===== src/core/acrd_pkg.sv =====
`default_nettype none
package acrd_pkg;

  // Register map, byte-wide registers at their printed offsets
  localparam int          ADDR_W          = 6;
  localparam logic [5:0]  ADDR_X_LOW      = 6'h04;
  localparam logic [5:0]  ADDR_X_HIGH     = 6'h05;
  localparam logic [5:0]  ADDR_Y_LOW      = 6'h06;
  localparam logic [5:0]  ADDR_Y_HIGH     = 6'h07;
  localparam logic [5:0]  ADDR_Z_LOW      = 6'h08;
  localparam logic [5:0]  ADDR_Z_HIGH     = 6'h09;
  localparam logic [5:0]  ADDR_QUEUE_OUT  = 6'h0F;
  localparam logic [5:0]  ADDR_PACK_CTRL  = 6'h10;
  localparam logic [7:0]  RESET_BYTE      = 8'h00;
  localparam logic [7:0]  UNMAPPED_BYTE   = 8'h00;

  // Sample widths: 12 data bits plus sign for axes
  localparam int          AXIS_W          = 13;
  localparam int          QUEUE_W         = 13;
  localparam int          SIGN_POS        = 7;

  // Queue packing modes
  typedef enum logic {
    ACRD_PACK_11 = 1'b0,
    ACRD_PACK_8  = 1'b1
  } acrd_pack_t;

  // One captured sample of three axes
  typedef struct packed {
    logic signed [AXIS_W-1:0] x;
    logic signed [AXIS_W-1:0] y;
    logic signed [AXIS_W-1:0] z;
  } acrd_sample_t;

  // Host register access request
  typedef struct packed {
    logic [ADDR_W-1:0] addr;
    logic [7:0]        wdata;
    logic              wr;
    logic              rd;
  } acrd_req_t;

endpackage
`default_nettype wire


===== src/core/acrd_readout.sv =====
// Chosen here: the address-and-strobe port.
`timescale 1ns/1ps
`default_nettype none
module acrd_readout
  import acrd_pkg::*;
(
  // Clock and reset
  input  wire logic                 clk_sys_i,
  input  wire logic                 rst_i,
  // Live samples from the converter
  input  wire acrd_pkg::acrd_sample_t live_sample_i,
  input  wire logic signed [acrd_pkg::QUEUE_W-1:0] queue_sample_i,
  input  wire logic                 queue_valid_i,
  // Register port
  input  wire acrd_pkg::acrd_req_t  req_i,
  output logic [7:0]                rdata_o,
  // Queue pop on output byte read
  output logic                      queue_pop_o,
  output logic                      queue_pack_8_o
);
  import acrd_pkg::*;

  // ============================================================
  // Packing helpers
  // Full scale is not handled here: scale only weights d0, the
  // bit positions are the same for every range.
  function automatic logic [15:0] pack_axis(
    input logic signed [AXIS_W-1:0] v);
    pack_axis = {v, 3'b000};
  endfunction

  function automatic logic [15:0] pack_queue(
    input logic signed [QUEUE_W-1:0] v, input acrd_pack_t m);
    logic [15:0] r;
    r = 16'h0000;
    if (m == ACRD_PACK_8) begin
      r = {v[QUEUE_W-1], v[6:0], 8'h00};
    end else begin
      r = {v[QUEUE_W-1], v[9:0], 5'b00000};
    end
    pack_queue = r;
  endfunction

  function automatic logic is_high_addr(input logic [ADDR_W-1:0] a);
    is_high_addr = (a == ADDR_X_HIGH) || (a == ADDR_Y_HIGH) ||
                   (a == ADDR_Z_HIGH);
  endfunction

  function automatic logic is_mapped(input logic [ADDR_W-1:0] a);
    is_mapped = is_high_addr(a) || (a == ADDR_X_LOW) ||
                (a == ADDR_Y_LOW) || (a == ADDR_Z_LOW) ||
                (a == ADDR_QUEUE_OUT) || (a == ADDR_PACK_CTRL);
  endfunction

  // ============================================================
  // Capture registers
  logic [15:0] x_cap;
  logic [15:0] y_cap;
  logic [15:0] z_cap;
  logic [15:0] q_cap;
  acrd_pack_t  pack_mode;
  logic        high_rd;

  assign high_rd = req_i.rd && is_high_addr(req_i.addr);

  always_ff @(posedge clk_sys_i or posedge rst_i) begin
    if (rst_i) begin
      x_cap <= {RESET_BYTE, RESET_BYTE};
      y_cap <= {RESET_BYTE, RESET_BYTE};
      z_cap <= {RESET_BYTE, RESET_BYTE};
    end else if (high_rd) begin
      x_cap <= pack_axis(live_sample_i.x);
      y_cap <= pack_axis(live_sample_i.y);
      z_cap <= pack_axis(live_sample_i.z);
    end
  end

  // Snapshot is taken at the strobe, so the high byte answered
  // in the next cycle must come from the live value directly.
  logic [7:0]  high_now;
  logic [15:0] x_word;
  logic [15:0] y_word;
  logic [15:0] z_word;
  assign x_word = pack_axis(live_sample_i.x);
  assign y_word = pack_axis(live_sample_i.y);
  assign z_word = pack_axis(live_sample_i.z);
  always_comb begin
    high_now = UNMAPPED_BYTE;
    case (req_i.addr)
      ADDR_X_HIGH: high_now = x_word[15:8];
      ADDR_Y_HIGH: high_now = y_word[15:8];
      ADDR_Z_HIGH: high_now = z_word[15:8];
      default:     high_now = UNMAPPED_BYTE;
    endcase
  end

  // ============================================================
  // Queue output byte, high half of the packed sample
  logic q_rd;
  assign q_rd = req_i.rd && (req_i.addr == ADDR_QUEUE_OUT);

  always_ff @(posedge clk_sys_i or posedge rst_i) begin
    if (rst_i) begin
      q_cap <= {RESET_BYTE, RESET_BYTE};
    end else if (q_rd && queue_valid_i) begin
      q_cap <= pack_queue(queue_sample_i, pack_mode);
    end
  end

  always_ff @(posedge clk_sys_i or posedge rst_i) begin
    if (rst_i) begin
      pack_mode <= ACRD_PACK_11;
    end else if (req_i.wr && req_i.addr == ADDR_PACK_CTRL) begin
      pack_mode <= acrd_pack_t'(req_i.wdata[0]);
    end
  end

  always_ff @(posedge clk_sys_i or posedge rst_i) begin
    if (rst_i) begin
      queue_pop_o    <= 1'b0;
      queue_pack_8_o <= 1'b0;
    end else begin
      queue_pop_o    <= q_rd && queue_valid_i;
      queue_pack_8_o <= (pack_mode == ACRD_PACK_8);
    end
  end

  // ============================================================
  // Read data, valid the cycle after the strobe only
  logic [15:0] q_now;
  assign q_now = queue_valid_i ? pack_queue(queue_sample_i, pack_mode)
                               : q_cap;

  always_ff @(posedge clk_sys_i or posedge rst_i) begin
    if (rst_i) begin
      rdata_o <= RESET_BYTE;
    end else if (req_i.rd) begin
      case (req_i.addr)
        ADDR_X_LOW:     rdata_o <= x_cap[7:0];
        ADDR_Y_LOW:     rdata_o <= y_cap[7:0];
        ADDR_Z_LOW:     rdata_o <= z_cap[7:0];
        ADDR_X_HIGH,
        ADDR_Y_HIGH,
        ADDR_Z_HIGH:    rdata_o <= high_now;
        ADDR_QUEUE_OUT: rdata_o <= q_now[15:8];
        ADDR_PACK_CTRL: rdata_o <= {7'h00, pack_mode};
        default:        rdata_o <= UNMAPPED_BYTE;
      endcase
    end else begin
      rdata_o <= RESET_BYTE;
    end
  end

  // ============================================================
  // Checks
  snapshot_low_a: assert property (@(posedge clk_sys_i) disable iff (rst_i)
    req_i.rd && req_i.addr == ADDR_X_HIGH ##1
    req_i.rd && req_i.addr == ADDR_X_LOW
    |=> rdata_o == {$past(live_sample_i.x[4:0], 2), 3'b000})
    else $error("low byte not from snapshot");
  hold_capture_a: assert property (@(posedge clk_sys_i) disable iff (rst_i)
    !high_rd |=> $stable(x_cap) && $stable(y_cap) && $stable(z_cap))
    else $error("capture changed without high read");
  low_unused_a: assert property (@(posedge clk_sys_i) disable iff (rst_i)
    $past(req_i.rd) && $past(req_i.addr) == ADDR_Y_LOW
    |-> rdata_o[2:0] == 3'b000)
    else $error("low unused bits set");
  sign_bit_a: assert property (@(posedge clk_sys_i) disable iff (rst_i)
    req_i.rd && req_i.addr == ADDR_Z_HIGH
    |=> rdata_o[SIGN_POS] == $past(live_sample_i.z[AXIS_W-1]))
    else $error("sign bit wrong");
  zero_value_a: assert property (@(posedge clk_sys_i) disable iff (rst_i)
    req_i.rd && req_i.addr == ADDR_X_HIGH && live_sample_i.x == '0
    |=> rdata_o == 8'h00)
    else $error("zero sample not zero");
  queue_pack8_a: assert property (@(posedge clk_sys_i) disable iff (rst_i)
    pack_mode == ACRD_PACK_8 && queue_valid_i |-> q_now[7:0] == 8'h00)
    else $error("8-bit low bits used");
  queue_pack11_a: assert property (@(posedge clk_sys_i) disable iff (rst_i)
    pack_mode == ACRD_PACK_11 && queue_valid_i |-> q_now[4:0] == 5'b00000)
    else $error("11-bit low bits used");
  idle_rdata_a: assert property (@(posedge clk_sys_i) disable iff (rst_i)
    !req_i.rd |=> rdata_o == 8'h00)
    else $error("read data outside answer");
  weight_step_a: assert property (@(posedge clk_sys_i) disable iff (rst_i)
    high_rd |=> x_cap[3] == $past(live_sample_i.x[0]))
    else $error("d0 misplaced");

  // ============================================================
  // Axis high bytes and snapshot contents
  x_high_a: assert property (
    @(posedge clk_sys_i) disable iff (rst_i)
    req_i.rd && req_i.addr == ADDR_X_HIGH
    |=> rdata_o == $past(live_sample_i.x[12:5]))
    else $error("x high byte wrong");
  y_high_a: assert property (
    @(posedge clk_sys_i) disable iff (rst_i)
    req_i.rd && req_i.addr == ADDR_Y_HIGH
    |=> rdata_o == $past(live_sample_i.y[12:5]))
    else $error("y high byte wrong");
  z_high_a: assert property (
    @(posedge clk_sys_i) disable iff (rst_i)
    req_i.rd && req_i.addr == ADDR_Z_HIGH
    |=> rdata_o == $past(live_sample_i.z[12:5]))
    else $error("z high byte wrong");
  x_sign_a: assert property (
    @(posedge clk_sys_i) disable iff (rst_i)
    req_i.rd && req_i.addr == ADDR_X_HIGH
    |=> rdata_o[SIGN_POS] == $past(live_sample_i.x[AXIS_W-1]))
    else $error("x sign bit wrong");
  y_sign_a: assert property (
    @(posedge clk_sys_i) disable iff (rst_i)
    req_i.rd && req_i.addr == ADDR_Y_HIGH
    |=> rdata_o[SIGN_POS] == $past(live_sample_i.y[AXIS_W-1]))
    else $error("y sign bit wrong");
  x_capture_a: assert property (
    @(posedge clk_sys_i) disable iff (rst_i)
    high_rd
    |=> x_cap == {$past(live_sample_i.x), 3'b000})
    else $error("x snapshot wrong");
  y_capture_a: assert property (
    @(posedge clk_sys_i) disable iff (rst_i)
    high_rd
    |=> y_cap == {$past(live_sample_i.y), 3'b000})
    else $error("y snapshot wrong");
  z_capture_a: assert property (
    @(posedge clk_sys_i) disable iff (rst_i)
    high_rd
    |=> z_cap == {$past(live_sample_i.z), 3'b000})
    else $error("z snapshot wrong");

  // ============================================================
  // Axis low bytes, zero high bytes and d0 positions
  x_low_read_a: assert property (
    @(posedge clk_sys_i) disable iff (rst_i)
    req_i.rd && req_i.addr == ADDR_X_LOW
    |=> rdata_o == $past(x_cap[7:0]))
    else $error("x low byte not held");
  y_low_read_a: assert property (
    @(posedge clk_sys_i) disable iff (rst_i)
    req_i.rd && req_i.addr == ADDR_Y_LOW
    |=> rdata_o == $past(y_cap[7:0]))
    else $error("y low byte not held");
  z_low_read_a: assert property (
    @(posedge clk_sys_i) disable iff (rst_i)
    req_i.rd && req_i.addr == ADDR_Z_LOW
    |=> rdata_o == $past(z_cap[7:0]))
    else $error("z low byte not held");
  x_low_unused_a: assert property (
    @(posedge clk_sys_i) disable iff (rst_i)
    req_i.rd && req_i.addr == ADDR_X_LOW
    |=> rdata_o[2:0] == 3'b000)
    else $error("x low unused bits set");
  z_low_unused_a: assert property (
    @(posedge clk_sys_i) disable iff (rst_i)
    req_i.rd && req_i.addr == ADDR_Z_LOW
    |=> rdata_o[2:0] == 3'b000)
    else $error("z low unused bits set");
  y_zero_a: assert property (
    @(posedge clk_sys_i) disable iff (rst_i)
    req_i.rd && req_i.addr == ADDR_Y_HIGH && live_sample_i.y == '0
    |=> rdata_o == 8'h00)
    else $error("y zero sample not zero");
  z_zero_a: assert property (
    @(posedge clk_sys_i) disable iff (rst_i)
    req_i.rd && req_i.addr == ADDR_Z_HIGH && live_sample_i.z == '0
    |=> rdata_o == 8'h00)
    else $error("z zero sample not zero");
  y_weight_a: assert property (
    @(posedge clk_sys_i) disable iff (rst_i)
    high_rd
    |=> y_cap[3] == $past(live_sample_i.y[0]))
    else $error("y d0 misplaced");
  z_weight_a: assert property (
    @(posedge clk_sys_i) disable iff (rst_i)
    high_rd
    |=> z_cap[3] == $past(live_sample_i.z[0]))
    else $error("z d0 misplaced");

  // ============================================================
  // Queue output byte
  queue_8_read_a: assert property (
    @(posedge clk_sys_i) disable iff (rst_i)
    q_rd && queue_valid_i && pack_mode == ACRD_PACK_8
    |=> rdata_o == {$past(queue_sample_i[12]), $past(queue_sample_i[6:0])})
    else $error("8-bit queue byte wrong");
  queue_11_read_a: assert property (
    @(posedge clk_sys_i) disable iff (rst_i)
    q_rd && queue_valid_i && pack_mode == ACRD_PACK_11
    |=> rdata_o == {$past(queue_sample_i[12]), $past(queue_sample_i[9:3])})
    else $error("11-bit queue byte wrong");
  queue_sign_a: assert property (
    @(posedge clk_sys_i) disable iff (rst_i)
    q_rd && queue_valid_i
    |=> rdata_o[SIGN_POS] == $past(queue_sample_i[QUEUE_W-1]))
    else $error("queue sign bit wrong");
  queue_held_a: assert property (
    @(posedge clk_sys_i) disable iff (rst_i)
    q_rd && !queue_valid_i
    |=> rdata_o == $past(q_cap[15:8]))
    else $error("empty queue read wrong");
  queue_pop_a: assert property (
    @(posedge clk_sys_i) disable iff (rst_i)
    q_rd && queue_valid_i
    |=> queue_pop_o)
    else $error("queue pop missing");
  queue_nopop_a: assert property (
    @(posedge clk_sys_i) disable iff (rst_i)
    !(q_rd && queue_valid_i)
    |=> !queue_pop_o)
    else $error("queue pop without read");
  queue_cap_hold_a: assert property (
    @(posedge clk_sys_i) disable iff (rst_i)
    !(q_rd && queue_valid_i)
    |=> $stable(q_cap))
    else $error("queue capture changed");
  queue_capture_a: assert property (
    @(posedge clk_sys_i) disable iff (rst_i)
    q_rd && queue_valid_i
    |=> q_cap == $past(pack_queue(queue_sample_i, pack_mode)))
    else $error("queue capture wrong");

  // ============================================================
  // Address map and packing control
  unmapped_read_a: assert property (
    @(posedge clk_sys_i) disable iff (rst_i)
    req_i.rd && !is_mapped(req_i.addr)
    |=> rdata_o == UNMAPPED_BYTE)
    else $error("unmapped read not zero");
  ctrl_read_a: assert property (
    @(posedge clk_sys_i) disable iff (rst_i)
    req_i.rd && req_i.addr == ADDR_PACK_CTRL
    |=> rdata_o == {7'h00, $past(pack_mode)})
    else $error("packing control read wrong");
  mode_hold_a: assert property (
    @(posedge clk_sys_i) disable iff (rst_i)
    !(req_i.wr && req_i.addr == ADDR_PACK_CTRL)
    |=> $stable(pack_mode))
    else $error("packing mode changed");
  mode_flag_a: assert property (
    @(posedge clk_sys_i) disable iff (rst_i)
    1'b1
    |=> queue_pack_8_o == ($past(pack_mode) == ACRD_PACK_8))
    else $error("packing flag wrong");

endmodule
`default_nettype wire


===== config.mk =====
export PLATFORM = sky130hd
export DESIGN_NAME = acrd_readout
export DESIGN_NICKNAME = d
export VERILOG_FILES = /design/src/core/acrd_pkg.sv /design/src/core/acrd_readout.sv
export SDC_FILE = /design/constraint.sdc
export NUM_CORES = 1
export LEC_CHECK = 0
export BUFFER_PORTS_ARGS = -buffer_cell sky130_fd_sc_hd__buf_2
export CORE_MARGIN = 2
export CORE_UTILIZATION = 48
export CTS_BUF_LIST = sky130_fd_sc_hd__clkbuf_16
export CTS_CLUSTER_SIZE = 14
export DETAILED_ROUTE_END_ITERATION = 8
export GPL_ROUTABILITY_DRIVEN = 0
export PLACE_DENSITY = 0.89
export SYNTH_ARGS = -nofsm -noshare
export SYNTH_HDL_FRONTEND = slang
export SYNTH_SLANG_ARGS = --single-unit

===== constraint.sdc =====
create_clock -name clk_sys_i -period 3 [get_ports clk_sys_i]
set_clock_uncertainty 0.1 [all_clocks]
set_input_delay 0.6 -clock clk_sys_i [delete_from_list [all_inputs] [get_ports clk_sys_i]]
set_output_delay 0.6 -clock clk_sys_i [all_outputs]
set_load 0.05 [all_outputs]

# --- After elaboration in Yosys (flattened, before gate mapping) ---
# Index checks and enable logic that the tools add are counted.
word_totals:
  in_bits: 71
  output_inout_bits: 10
  regBits: 42
  elab_cells: 28
classes:
  eq_ne: 8
  muxes: 5
  n_reduce_logical: 7
op_table:
  columns: ["cell", "n"]
  rows:
  - ["8-bit case mux with 6 select lines", 1]
  - ["6-bit by 3-bit equality test with 1-bit output (second input constant)", 4]
  - ["8-bit case mux with 3 select lines", 1]
  - ["6-bit by 4-bit equality test with 1-bit output (second input constant)", 3]
  - ["16-bit two-way mux", 1]
  - ["15-bit two-way mux", 1]
  - ["8-bit two-way mux", 1]
  - ["6-bit by 5-bit equality test with 1-bit output (second input constant)", 1]
  - ["1-bit logical AND", 4]
  - ["3-bit OR reduction", 1]
  - ["1-bit logical OR", 2]

# --- Logic depth before layout (Yosys ltp) ---
logic_depth:
  depth_word: 4
  mapped_depth: 6
  ltp_nobuf: 4

# --- Least setup slack after synthesis ---
# Ideal clock, no wire load.
synth_path:
  kind: "input port to flip-flop"
  start: "input req_i[11] (netlist name)"
  end: "register x_cap[3]"
  arrival_time_ps: 1777
  n_path_buf: 2
  path_slack_ps: 998
  stages: 6
  t_required_ps: 2775
  cell_sequence: "nor4_2 and2_1 buf_6 o211a_4 buf_12 mux2_4"
synth_via:
  elab_chain_len: 4
  word_cells_on_any_way: 6
synth_lines:
  columns: ["item", "line", "rtl"]
  rows:
  - ["start: declaration", "acrd_readout.sv:15", "input wire acrd_pkg::acrd_req_t req_i,"]
  - ["6-bit by 3-bit equality test with 1-bit output", "acrd_readout.sv:45", "is_high_addr = (a == ADDR_X_HIGH) || (a == ADDR_Y_HIGH) ||"]
  - ["1-bit logical OR", "acrd_readout.sv:45", null]
  - ["1-bit logical OR (*)", "acrd_readout.sv:45", null]
  - ["1-bit logical AND (*)", "acrd_readout.sv:64", "assign high_rd = req_i.rd && is_high_addr(req_i.addr);"]
  - ["end signal: assignment", "acrd_readout.sv:68", "x_cap <= {RESET_BYTE, RESET_BYTE};"]
  - ["end signal: assignment", "acrd_readout.sv:72", "x_cap <= pack_axis(live_sample_i.x);"]
  - ["end: declaration", "acrd_readout.sv:57", "logic [15:0] x_cap;"]
# Mark *: on every way between the ends. The rest lies on a longest branch, timed or not.
# A chain may end at the register's enable or synchronous reset.

# --- Final worst setup path ---
layout_path:
  start: "input req_i[11] (netlist name)"
  end: "register y_cap[6]"
layout_via:
  elab_chain_len: 4
  word_cells_on_any_way: 6
layout_lines:
  columns: ["item", "line", "rtl"]
  rows:
  - ["6-bit by 3-bit equality test with 1-bit output", "acrd_readout.sv:45", null]
  - ["1-bit logical OR", "acrd_readout.sv:45", null]
  - ["1-bit logical OR (*)", "acrd_readout.sv:45", null]
  - ["1-bit logical AND (*)", "acrd_readout.sv:64", null]
  - ["end signal: assignment", "acrd_readout.sv:69", "y_cap <= {RESET_BYTE, RESET_BYTE};"]
  - ["end signal: assignment", "acrd_readout.sv:73", "y_cap <= pack_axis(live_sample_i.y);"]
  - ["end: declaration", "acrd_readout.sv:58", "logic [15:0] y_cap;"]
# Marked as above.

==> impl_metrics.py <==
metrics = {
    "clocking": {
        "holdBufCountCts": 0,
        "post-cts-setup-buffer-count": 0,
        "htreeDepth": 2,
        "root_buffer": "clkbuf_16",
        "insertion_delay_ps": 280,
        "clock_path_buffers": 2,
        "cts_sinks": 34,
        "cts_resized": 0,
        "cts_tree": "done",
        "cts_inserted_buffers": 5,
        "clk_pin_slew_ps": 50,
    },
    "critical_path": {
        "start_kind": "input port",
        "worstPathRequired_ps": 3060,
        "path_buf_inv": 1,
        "slowest_stage": "o211a_4",
        "r2r-start": "pack_mode",
        "crit_family": "simple AND/OR/NAND/NOR gates",
        "slowest_delay_ps": 370,
        "path_cells": "buf_2 > nor4_2 > and2_1 > o211a_4 > mux2_2",
        "cp.arrival_ps": 2210,
        "worstSetupStartpoint": "req_i[11]",
        "critPathKind": "in -> reg",
        "path_max_fanout": 15,
        "endpoint_kind": "flop",
    },
    "die": {
        "die_x_um": 66.4,
        "ioPinCount": 81,
        "rows": 22,
        "dieArea_um2": 4410,
        "die_h_um": 66.4,
        "coreArea_um2": 3720,
        "start_util_pct": 50.3,
    },
    "detailed_routing": {
        "drt_pass1_iterations": 4,
        "wl_per_cell_um": 14.9,
        "postRouteAntennaNets": 0,
        "drtIter0Drc": 105,
        "finalWirelength_um": 4150,
        "num_vias": 1521,
        "drc_errors": 0,
        "viasPerCell": 5.45,
    },
    "logic_synthesis": {
        "synth_largest_area_cell": "dfrtp_1",
        "netlist_top_cells_area": "dfrtp_1 46%, mux2_2 10%, mux2_4 8.0%, mux2i_1 5.4%, a21oi_1 3.7%",
        "synth_top_area_share_pct": 45.5,
        "synth_cells": 157,
        "yosysWarnings": 0,
        "ys_seq_elements": 34,
        "syn_area_um2": 1870,
        "post-synth-top-count-cell": "dfrtp_1",
        "async_flop_share_pct": 100,
        "synth.yosys.seq_area_share_pct": 45.5,
        "syn_nets": 228,
        "ys.flop_type": "dfrtp_1",
        "ys_types": 32,
        "synth_edf_count": 0,
        "ys_top_cells_by_count": "34 x dfrtp_1, 17 x mux2_2, 17 x nor2_1",
        "syn_avg_cell_area_um2": 11.9,
    },
    "outcome": {
        "run_status": "finished clean",
    },
    "power_and_ir_drop": {
        "power.leakage_nw": 1.14,
        "power_per_cell_area_nw_per_um2": 543,
        "peakVddDrop_uv": 421,
        "fin_total_pwr_w": 0.00129,
    },
    "timing": {
        "slew_headroom_pct": 65.4,
        "maxSlewViolCount": 0,
        "tightest_slew_ps": 513,
        "fmax_ghz": 0.465,
        "setup_slack_ps": 849,
        "tns_ps": 0,
        "min_period_over_period_pct": 71.7,
        "period_needed_ps": 2150,
        "rsz0062_at_grt": "false",
        "finalSetupViolations": 0,
        "hold_viol": 0,
    },
    "finish": {
        "multi_input_area_um2": 951,
        "regArea_um2": 851,
        "nNetsFinal": 301,
        "drive_above_1_share_pct": 48.9,
        "antenna_cells": 0,
        "nFillCells": 311,
        "syn_to_final_growth_pct": 27.5,
    },
    "global_route": {
        "grt_usage_pct": 20.7,
        "first_global_vias": 1475,
        "antenna_found_initial": 0,
        "grt_pass1_wl_um": 6640,
        "grt_overflow": 0,
        "grt_max_degree": 35,
    },
    "place": {
        "dp_slack_ps": 547,
        "hpwl_um": 3100,
        "io_buffers": 71,
    },
    "min_path": {
        "hold_class": "in -> async",
    },
    "flow_run": {
        "cap_violations": 0,
    },
}
[logic make-up after synthesis]
kind of cell | count (synthesis) | synth area share (%)
compound gates | 34 | 13.2
flops | 34 | 45.5
buf+inv | 10 | 3.61
simple gates | 41 | 12.7
mux | 38 | 25.0
[per-stage QoR]
stage          area, µm²  hold slack, ps  util, %  std cells
2_1_floorplan       1870             249        -        157
3_3_place_gp        2250             385     60.5        271
3_5_place_dp        2250             393     60.5        271
4_1_cts             2380             317     64.1        279
5_1_grt             2380             346     64.1        279
6_report            2380             301     64.1        279
[where the power goes]
group          leakage (nW)  internal, W  switching, W
clock                0.0663     0.000298      0.000180
sequential            0.445     0.000529     0.0000432
combinational         0.627     0.000144      0.000100
total                  1.14     0.000971      0.000323
[cells in the final DEF (no fill, tap or decap), types with 4 or more instances in the layout]
cell | synthesis | final
buf_2 | 2 | 71
dfrtp_1 | 34 | 34
mux2_2 | 17 | 17
nor2_1 | 17 | 17
a21oi_1 | 14 | 14
mux2_4 | 10 | 10
mux2i_1 | 10 | 10
nand2_1 | 8 | 8
clkbuf_16 | 0 | 5
a32oi_1 | 4 | 4
a31oi_1 | 4 | 4
a22oi_1 | 4 | 4
nor3_1 | 4 | 4
[worst reg2reg max path, stage by stage, from the launching register on]
cell and delay [ps]:
dfrtp_1 610, mux2i_1 360, a21oi_1 110, a22oi_1 270
a31oi_1 120
[metal layers]
metal | up-vias | wire [µm] | global-route usage (%)
met5 | - | 0 | 0
met4 | 0 | 107 | 9.95
met3 | 10 | 272 | 5.62
met2 | 68 | 2020 | 32.9
met1 | 705 | 1760 | 26.0
li1 | 738 | - | -
[flip-flops by register name (all words and copies together) (netlist names)]
signal	cells
q_cap	8
y_cap	5
z_cap	5
queue_pop_o	1
queue_pack_8_o	1
rdata_o	8
x_cap	5
pack_mode	1
[path summary, 6_finish.rpt]
check	slack, ps	end	depth (start not counted)
max	850	y_cap[6]	5
min	300	y_cap[4]	3
max reg2reg	1290	rdata_o[4]	4
min reg2reg	400	z_cap[3]	1
max in group asynchronous	2190	q_cap[13]	3
min in group clk_sys_i	400	z_cap[3]	1
[cell type report]
class,instances,area share (%)
tap,48,2.52
clock buffer,5,5.25
inverter,2,0.315
sequential,34,35.7
clock inverter,3,0.472
timing repair buffer,74,15.9
multi-input combinational,113,39.9
No activity file was read; power rests on OpenSTA's default activity.
